File: src/logic/flr_pkg.sv
// shared constants and types for the fault log readout framer
package flr_pkg;
   localparam int unsigned FLR_ADDR_W = 8;
   localparam int unsigned FLR_CHANNELS = 8;
   localparam int unsigned FLR_LOOP_BYTES = 40;
   localparam logic [7:0] FLR_LOOP_TOP = 8'h27;
   localparam logic [7:0] FLR_LOOP4_END = 8'hD8;
   localparam logic [7:0] FLR_LOOP5_START = 8'hD9;
   localparam logic [7:0] FLR_RSVD_BYTE = 8'hE9;
   localparam logic [7:0] FLR_TEMP_STATUS = 8'hEA;
   localparam logic [7:0] FLR_TEMP_HIGH = 8'hEB;
   localparam logic [7:0] FLR_TEMP_LOW = 8'hEC;
   localparam logic [7:0] FLR_LAST_VALID = 8'hED;
   localparam logic [7:0] FLR_RSVD_FIRST = 8'hEE;
   localparam logic [7:0] FLR_LAST_ADDR = 8'hFE;
   localparam logic [7:0] FLR_BLOCK_COUNT = 8'hFF;
   localparam logic [7:0] FLR_ZERO = 8'h00;
   localparam logic [2:0] FLR_TOP_CHANNEL = 3'h7;
   localparam logic [2:0] FLR_CH3 = 3'h3;
   localparam logic [1:0] FLR_SLOT_VENDOR = 2'h0;
   localparam logic [1:0] FLR_SLOT_OUT_STATUS = 2'h1;
   localparam logic [1:0] FLR_SLOT_READ_HIGH = 2'h2;
   localparam logic [1:0] FLR_SLOT_READ_LOW = 2'h3;

   typedef enum logic [1:0] {
      FLR_IDLE = 2'b00,
      FLR_SEND = 2'b01,
      FLR_DONE = 2'b10
   } flr_state_t;
endpackage

File: src/logic/flr_src_if.sv
// interface carrying the log store lookup between framer and its mapper
`timescale 1ns/1ps
interface flr_src_if;
   logic [7:0] addr;
   logic [7:0] data;
   logic [5:0] loop_byte;
   modport framer (output addr, input data, input loop_byte);
   modport mapper (input addr, output data, output loop_byte);
endinterface

File: src/logic/flr_map.sv
// maps a log address of the final loop and tail onto a stored field byte
`timescale 1ns/1ps
module flr_map
   import flr_pkg::*;
(
   flr_src_if.mapper src,
   input wire logic [flr_pkg::FLR_CHANNELS*8-1:0] i_vendor_status,
   input wire logic [flr_pkg::FLR_CHANNELS*8-1:0] i_out_status,
   input wire logic [flr_pkg::FLR_CHANNELS*16-1:0] i_out_reading,
   input wire logic [7:0] i_temp_status,
   input wire logic [15:0] i_temp_reading,
   input wire logic [7:0] i_early_byte
);
   logic [7:0] off;
   logic [2:0] ch;
   logic [1:0] slot;

   always_comb begin
      off = 8'(src.addr - FLR_LOOP5_START);
      // loop byte count runs down from 39; zero outside the fifth loop
      src.loop_byte = 6'h00;
      if (src.addr >= FLR_LOOP5_START && src.addr <= FLR_LAST_VALID) begin
         src.loop_byte = 6'(FLR_LOOP_TOP - off);
      end
      ch = 3'(FLR_TOP_CHANNEL - off[4:2]);
      slot = off[1:0];
      src.data = FLR_ZERO;
      if (src.addr < FLR_LOOP5_START) begin
         // loops one to four end at 216 and are served by the store
         src.data = i_early_byte;
      end else if (src.addr < FLR_RSVD_BYTE) begin
         case (slot)
            FLR_SLOT_VENDOR: src.data = i_vendor_status[ch*8 +: 8];
            FLR_SLOT_OUT_STATUS: src.data = i_out_status[ch*8 +: 8];
            FLR_SLOT_READ_HIGH: src.data = i_out_reading[ch*16+8 +: 8];
            FLR_SLOT_READ_LOW: src.data = i_out_reading[ch*16 +: 8];
            default: src.data = FLR_ZERO;
         endcase
      end else if (src.addr == FLR_RSVD_BYTE) begin
         src.data = FLR_ZERO;
      end else if (src.addr == FLR_TEMP_STATUS) begin
         src.data = i_temp_status;
      end else if (src.addr == FLR_TEMP_HIGH) begin
         src.data = i_temp_reading[15:8];
      end else if (src.addr == FLR_TEMP_LOW) begin
         src.data = i_temp_reading[7:0];
      end else if (src.addr == FLR_LAST_VALID) begin
         src.data = i_vendor_status[FLR_CH3*8 +: 8];
      end else begin
         src.data = FLR_ZERO;
      end
   end
endmodule

File: src/logic/flr_framer.sv
// fault log block read framer: streams log bytes 0x00..0xFE in order
`timescale 1ns/1ps
// How it works
// - each loop is 40 bytes, numbered downward
// - fifth loop starts at 217, channel 7
// - loop byte 23 at 233 is reserved
// - temperature status then reading high, low
// - last valid byte 237 is channel 3 status
// - bytes EE..FE return zero, still sent
// - one block read of 255 bytes
// - fourth loop ends at 216, no gap
module flr_framer
   import flr_pkg::*;
(
   input wire logic i_mclk,
   input wire logic i_rst,
   input wire logic i_start,
   input wire logic i_ready,
   input wire logic [flr_pkg::FLR_CHANNELS*8-1:0] i_vendor_status,
   input wire logic [flr_pkg::FLR_CHANNELS*8-1:0] i_out_status,
   input wire logic [flr_pkg::FLR_CHANNELS*16-1:0] i_out_reading,
   input wire logic [7:0] i_temp_status,
   input wire logic [15:0] i_temp_reading,
   input wire logic [7:0] i_early_byte,
   output logic [7:0] o_early_addr,
   output logic [7:0] o_count,
   output logic o_valid,
   output logic [7:0] o_data,
   output logic [7:0] o_addr,
   output logic [5:0] o_loop_byte,
   output logic o_last,
   output logic o_busy
);
   typedef struct packed {
      flr_state_t state;
      logic [7:0] addr;
      logic [7:0] data;
      logic [5:0] loop_byte;
      logic valid;
   } flr_regs_t;

   flr_regs_t r;
   flr_regs_t next_r;
   flr_src_if src();

   flr_map u_map (
      .src(src),
      .i_vendor_status(i_vendor_status),
      .i_out_status(i_out_status),
      .i_out_reading(i_out_reading),
      .i_temp_status(i_temp_status),
      .i_temp_reading(i_temp_reading),
      .i_early_byte(i_early_byte)
   );

   // lookup address is the byte to load next
   logic [7:0] load_addr;
   always_comb begin
      load_addr = (r.state == FLR_IDLE) ? FLR_ZERO : 8'(r.addr + 8'h01);
   end
   assign src.addr = load_addr;
   assign o_early_addr = load_addr;

   always_comb begin
      next_r = r;
      case (r.state)
         FLR_IDLE: begin
            if (i_start) begin
               next_r.state = FLR_SEND;
               next_r.addr = FLR_ZERO;
               next_r.data = src.data;
               next_r.loop_byte = src.loop_byte;
               next_r.valid = 1'b1;
            end
         end
         FLR_SEND: begin
            if (i_ready) begin
               if (r.addr == FLR_LAST_ADDR) begin
                  next_r.state = FLR_DONE;
                  next_r.valid = 1'b0;
                  next_r.data = FLR_ZERO;
               end else begin
                  // no early stop after 0xED: the zero tail is sent too
                  next_r.addr = load_addr;
                  next_r.data = src.data;
                  next_r.loop_byte = src.loop_byte;
               end
            end
         end
         FLR_DONE: begin
            next_r.state = FLR_IDLE;
         end
         default: begin
            next_r.state = FLR_IDLE;
            next_r.valid = 1'b0;
         end
      endcase
   end

   always_ff @(posedge i_mclk) begin
      if (i_rst) begin
         r <= '{state: FLR_IDLE, addr: FLR_ZERO, data: FLR_ZERO,
                loop_byte: 6'h00, valid: 1'b0};
      end else begin
         r <= next_r;
      end
   end

   assign o_count = FLR_BLOCK_COUNT;
   assign o_valid = r.valid;
   assign o_data = r.data;
   assign o_addr = r.addr;
   // mapper zeroes the loop byte outside the fifth loop, so the port is a plain flop
   assign o_loop_byte = r.loop_byte;
   assign o_last = r.valid && (r.addr == FLR_LAST_ADDR);
   assign o_busy = (r.state != FLR_IDLE);
endmodule

File: config.mk
export PLATFORM = sky130hd
export DESIGN_NAME = flr_framer
export DESIGN_NICKNAME = d
export VERILOG_FILES = /design/src/logic/flr_pkg.sv /design/src/logic/flr_src_if.sv /design/src/logic/flr_map.sv /design/src/logic/flr_framer.sv
export SDC_FILE = /design/constraint.sdc
export NUM_CORES = 1
export LEC_CHECK = 0
export ABC_AREA = 1
export BUFFER_PORTS_ARGS = -buffer_cell sky130_fd_sc_hd__buf_2
export CORE_MARGIN = 5
export CORE_UTILIZATION = 25
export CTS_CLUSTER_SIZE = 24
export DETAILED_ROUTE_END_ITERATION = 10
export GPL_TIMING_DRIVEN = 0
export RECOVER_POWER = 100
export SKIP_CTS_REPAIR_TIMING = 1
export SLEW_MARGIN = 20
export SYNTH_ARGS = -nofsm -noshare
export SYNTH_HDL_FRONTEND = slang
export SYNTH_SLANG_ARGS = --single-unit
export TNS_END_PERCENT = 100
File: constraint.sdc
create_clock -name i_mclk -period 5.5 [get_ports i_mclk]
set_input_delay 1.1 -clock i_mclk [delete_from_list [all_inputs] [get_ports i_mclk]]
set_output_delay 1.1 -clock i_mclk [all_outputs]
set_load 0.005 [all_outputs]
==> flow_summary.yaml, run 1 <==
global_routing:
  met3_usage: 0.0277
  grt_pass1_wl_um: 39700
  antenna_found_initial: 0
  grt.overflow.total: 0
  grt_max_degree: 15
  gr-usage-met2: 0.370
  grt_pass1_vias: 7230
  busiest_layer: "met2"
  grt_use_met1: 0.273
  grt_usage: 0.206
placement:
  dp_hpwl_um: 22700
  gp_congestion: 0.878
  io_buffers: 324
timing:
  fin_hold_ws_ps: 467
  max_freq_mhz: 231
  max_slew_margin: 0.313
  finalCriticalPeriod_ps: 4330
  period_share: 0.788
  finalHoldViolCount: 0
  finalSetupTns_ps: 0
  rsz0062_at_grt: "false"
  maxSlewViolCount: 0
  fin_worst_skew_ps: 7.84
  setup_viol: 0
  worst_pin_slew_ps: 1030
finish:
  fin_nets: 1644
  final_common_cell: "nand2_1"
  multi_input_area_mm2: 0.00404
  areaGrowthSynthToFinish_pct: 36.3
  finish.utilization: 0.348
  final_cell_mix: "556 x nand2_1, 326 x buf_2, 78 x nand3_1, 40 x inv_1, 36 x nor2_1"
  regArea_um2: 500
  fillers: 2494
  antennaDiodeCount: 0
  drive_gt1_frac: 0.329
routing:
  wl_per_cell_um: 16.4
  drt-total-wl_um: 26500
  first_pass_iters: 4
  route.vias.total: 7321
  postRouteAntennaNets: 0
  drt_iter0_drc: 440
  drc: 0
  via_per_inst: 4.53
pwr:
  internal-power_mw: 0.540
  vdd_drop_max_v: 0.0000753
  clkPwrFrac: 0.167
  pwr-share-comb: 0.636
  power.share.sequential: 0.197
  switching_power_mw: 0.449
  swShare: 0.454
  power_density_mw_per_mm2: 135
  p_leak_nw: 4.07
floorplan:
  die_x_um: 157
  row_count: 53
  initial_core_util: 0.255
  die_h_um: 157
  ios: 333
  fp.dieArea_mm2: 0.0246
  coreArea_mm2: 0.0211
min_path:
  min_path_cells: 2
  hp-start: "o_data[7]"
  min_to: "o_data[7]"
  hold_class: "reg2reg"
cts:
  ctsRootBufferMaster: "clkbuf_16"
  clock_sinks: 25
  cts.clk_slew.worst_paths_ps: 70
  cts_buffers: 3
  htreeDepth: 1
  cts_tree: "yes"
  clockBufferDepth: 2
  insertion_delay_ps: 260
setup_path:
  slowest_delay_ps: 770
  ff2ff_setup_slack_ps: 1170
  reg2reg_depth: 14
  cp-end-kind: "flop"
  r2r-start: "r[23]"
  cp_top_family: "simple AND/OR/NAND/NOR gates"
  crit_required_ps: 5640
  arrival_ps: 4470
  worst-setup-path-type: "reg2reg"
  critPathLaunchType: "flop"
  crit_chain: "nor2_1, nor2_1, inv_1, ha_1, clkbuf_1, inv_1, o21ai_4, xor2_1, buf_6, ha_1, xnor2_1, or3_1, nand3_1, a21oi_1"
  rr_endpoint: "o_loop_byte[5]"
  cp_max_fo: 10
  cp_num_buf_inv: 4
  critPathSlowestCell: "xor2_1"
synth:
  syn_area_per_cell_um2: 5.35
  synth.distinct_cells: 44
  ys_seq_elements: 25
  syn_inst: 1007
  synth_area_leaders: "nand2_1 39%, dfxtp_1 9.3%, nand3_1 7.2%, buf_4 5.4%, mux2i_1 4.5%"
  yosysTopAreaCell: "nand2_1"
  syn-cell-area_mm2: 0.00538
  synth-warning-count: 0
  synth_top_cell_area_share: 0.386
  ys_seq_area_frac: 0.0930
job:
  cap_violations: 0
run_status:
  status: "completed"
==> final cells by class <==
type / instances / area share
plain buffers: 81 / 0.0776
clock buffers: 3 / 0.0102
clock inverters: 1 / 0.000682
inverters: 50 / 0.0271
multi-input cells: 858 / 0.550
flip-flops and latches: 25 / 0.0682
well taps: 275 / 0.0469
repair buffers: 324 / 0.219
==> routing by layer <==
metal | part of all wire | wire (µm)
met4 | 0.0074 | 197
met3 | 0.070 | 1860
met5 | 0 | 0
met2 | 0.48 | 12900
met1 | 0.44 | 11600
==> sequential cells by signal (all words and copies together) (netlist names) <==
signal / cells
o_valid: 1
o_addr: 8
o_data: 8
o_loop_byte: 6
r: 2
==> cell families after synthesis <==
group,synth area share
xor+xnor,0.0119
other cells,0.000697
simple gates,0.582
fa+ha+maj,0.0209
mux,0.0446
flops,0.0930
compound gates,0.102
buf+inv,0.145
==> cells in the mapped netlist <==
library cell	n
inv_8	1
nand4_1	18
xnor2_4	1
a22oi_1	1
a211oi_1	1
buf_6	14
inv_1	40
or3_1	1
dfxtp_1	25
nor2_4	9
nand3_4	2
or2_2	1
ha_1	9
nand2_2	12
buf_4	39
o21ai_1	11
clkinv_1	1
a21oi_1	21
a21boi_0	1
xnor2_1	1
o21ai_0	27
nor3_2	1
nor2_8	4
o21ai_2	3
clkinv_4	1
conb_1	1
mux2i_1	24
a21oi_2	10
nor3_1	1
o21a_1	8
o21ai_4	1
nor2_1	31
nand2_4	6
clkbuf_1	12
xor2_4	1
nand2_1	553
inv_6	1
nor2_2	7
o22ai_1	5
inv_2	6
buf_2	16
o21bai_2	1
nand3_1	77
nand3_2	1
==> worst max path at each step <==
stage | cells after the start | start | to | slack [ps]
finish | 14 | r[23] | o_loop_byte[5] | 1170
CTS | 18 | o_addr[0] | o_data[3] | 1590
global placement | 18 | o_addr[0] | o_data[3] | 1630
floorplan | 15 | o_addr[0] | o_loop_byte[5] | 2550
detailed placement | 18 | o_addr[0] | o_data[3] | 1630
global route | 17 | r[24] | o_data[3] | 700
==> power groups by stage <==
stage	clock (mW)	sequential, mW	combinational [mW]
3_5_place_dp	0	0.200	0.641
2_1_floorplan	0	0.198	0.382
4_1_cts	0.168	0.196	0.644
3_3_place_gp	0	0.200	0.642
6_report	0.165	0.195	0.629
5_1_grt	0.178	0.196	0.709
==> worst min-delay path, delay by kind of cell (launching register included) <==
kind	cells	cell delay (ps)
flops	1	310
simple gates	1	60
compound gates	1	50
==> metrics by stage <==
stage / instance area [µm²] / total power [mW] / setup slack, ps / instances
after floorplan: 5410 / 0.580 / 2550 / 1014
after global placement: 7370 / 0.841 / 1630 / 1613
after detailed placement: 7370 / 0.841 / 1630 / 1613
after CTS: 7450 / 1.01 / 1590 / 1617
after global routing: 7340 / 1.08 / 703 / 1617
final: 7340 / 0.989 / 1170 / 1617
Note: power is estimated with default switching activity, not from simulation.
==> run 2, diff against run 1 <==
Settings changed: ABC_AREA 1 to 0.
Clock period 5.5 ns to 3.8 ns, I/O delays scaled along.
==> flow_summary.yaml, run 2 <==
run_status:
  status: "completed"
setup_path:
  critPathSlowestCell: "mux4_2"
  critPathLaunchType: "flop"
  worst-setup-path-type: "reg2reg"
  cp_top_family: "buffers and inverters"
  crit_required_ps: 3960
  arrival_ps: 3710
  cp_num_buf_inv: 4
  cp-end-kind: "flop"
  crit_chain: "inv_1, ha_1, nand2b_1, inv_1, ha_1, buf_2, clkbuf_1, mux4_2, mux2i_1, a22oi_1, o2bb2ai_1"
  slowest_delay_ps: 590
  cp_max_fo: 10
routing:
  route.vias.total: 4268
  first_pass_iters: 4
  postRouteAntennaNets: 0
  drt-total-wl_um: 16300
  drt_iter0_drc: 208
  drc: 0
  via_per_inst: 5.07
  wl_per_cell_um: 19.3
timing:
  setup_viol: 0
  finalSetupTns_ps: 0
  finalCriticalPeriod_ps: 3560
  worst_pin_slew_ps: 771
  maxSlewViolCount: 0
  layout_setup_ws_ps: 243
  period_share: 0.936
  max_slew_margin: 0.485
  rsz0062_at_grt: "false"
  max_freq_mhz: 281
  fin_worst_skew_ps: 3.21
  finalHoldViolCount: 0
synth:
  yosysTopAreaCell: "mux4_2"
  synth_most_common_cell: "mux4_2"
  synth-warning-count: 0
  synth_area_leaders: "mux4_2 24%, dfxtp_1 13%, buf_4 6.6%, nand2_1 3.8%, mux2i_1 3.7%"
  syn_inst: 399
  async_flop_share: 0
  synth.distinct_cells: 69
  syn_area_per_cell_um2: 9.40
  ys_seq_area_frac: 0.133
  synth_top_cell_area_share: 0.240
  synth_edf_count: 0
  syn-cell-area_mm2: 0.00375
  yosys-top-cells-count: "40 x mux4_2, 38 x nand2_1, 33 x buf_4"
  synthFlopType: "dfxtp_1"
  ys_seq_elements: 25
finish:
  final_cell_mix: "241 x buf_2, 40 x mux4_2, 38 x nand2_1, 29 x nor2_1, 25 x dfxtp_1"
  antennaDiodeCount: 0
  areaGrowthSynthToFinish_pct: 41.3
  drive_gt1_frac: 0.523
  fin_nets: 960
  fin_area_mm2: 0.00530
  final_common_cell: "buf_2"
global_routing:
  gr-usage-met2: 0.307
  grt_max_degree: 17
  antenna_found_initial: 0
  grt_pass1_vias: 4427
  grt_usage: 0.176
  grt_use_met1: 0.229
  grt.overflow.total: 0
  met3_usage: 0.0289
  busiest_layer: "met2"
  grt_pass1_wl_um: 24600
job:
  cap_violations: 0
cts:
  clockBufferDepth: 2
  ctsRootBufferMaster: "clkbuf_16"
  cts_buffers: 3
  clock_sinks: 25
  insertion_delay_ps: 270
  cts_tree: "yes"
  cts.clk_slew.worst_paths_ps: 80
  htreeDepth: 1
floorplan:
  row_count: 44
  ios: 333
  coreArea_mm2: 0.0146
  fp.dieArea_mm2: 0.0175
  die_x_um: 132
  die_h_um: 132
  initial_core_util: 0.256
pwr:
  vdd_drop_max_v: 0.000220
  power_density_mw_per_mm2: 186
  power.total_mw: 0.986
  p_leak_nw: 2.44
min_path:
  hold_class: "reg2reg"
placement:
  io_buffers: 248
  post_dp_cell_area_mm2: 0.00525
  gp_congestion: 0.819
  dp_hpwl_um: 14200
  dp_slack_ps: 64.0
-- run 2: changes by cell type after synthesis, sizes merged, moves of 21 or more --
cell,delta
nand2,-533
nand3,-65
mux4,+45
inv,-37
o21ai,-28
buf,-26
nor2,-21
-- run 2: layout make-up --
| class | count | area [µm²] |
|---|---|---|
| timing repair buffer | 248 | 1230 |
| clock inverter | 1 | 8.76 |
| inverter | 13 | 56.3 |
| buffer | 55 | 385 |
| multi-input combinational | 313 | 2810 |
| clock buffer | 3 | 75.1 |
| fill | 1575 | 9350 |
| sequential | 25 | 500 |
| tap | 184 | 230 |
-- run 2: worst paths after layout --
kind,startpoint,end,slack [ps],cells past startpoint
max,o_addr[0],o_data[2],240,11
min,o_data[1],o_data[1],510,2
max reg2reg,o_addr[0],o_data[2],240,11
min reg2reg,o_data[1],o_data[1],510,2
-- run 2: power by group --
| group | internal, mW | switching (mW) |
|---|---|---|
| clock | 0.146 | 0.112 |
| sequential | 0.273 | 0.00810 |
| combinational | 0.238 | 0.209 |
| total | 0.657 | 0.329 |
-- run 2: per-stage QoR --
step | cells | hold WS (ps) | util
2_1_floorplan | 406 | 476 | -
3_3_place_gp | 838 | 501 | 0.358
3_5_place_dp | 838 | 506 | 0.358
4_1_cts | 842 | 519 | 0.364
5_1_grt | 842 | 542 | 0.362
6_report | 842 | 515 | 0.362
-- run 2: cells by family (layout without fill, tap and decap cells) --
| family | after synthesis | count (layout) | synth area share |
|---|---|---|---|
| DFF | 25 | 25 | 0.133 |
| other | 1 | 8 | 0.00100 |
| adders and majority gates | 9 | 9 | 0.0300 |
| muxes | 63 | 63 | 0.331 |
| AOI/OAI and AO/OA | 100 | 100 | 0.191 |
| and+or+nand+nor | 125 | 125 | 0.169 |
| xor gates and xnor gates | 8 | 8 | 0.0257 |
| buffers and inverters | 68 | 320 | 0.119 |
-- run 2: routing by layer --
metal	up-vias	share of wire
met5	-	0
met4	0	0.018
met3	20	0.071
met2	214	0.49
met1	1988	0.42
li1	2046	-
-- run 2: worst register-to-register path: stages, from the launching register on --
cell       delay, ps
dfxtp_1          530
inv_1            110
ha_1             350
nand2b_1         220
inv_1            180
ha_1             170
buf_2            210
clkbuf_1         550
mux4_2           600
mux2i_1          180
a22oi_1          170
o2bb2ai_1        180
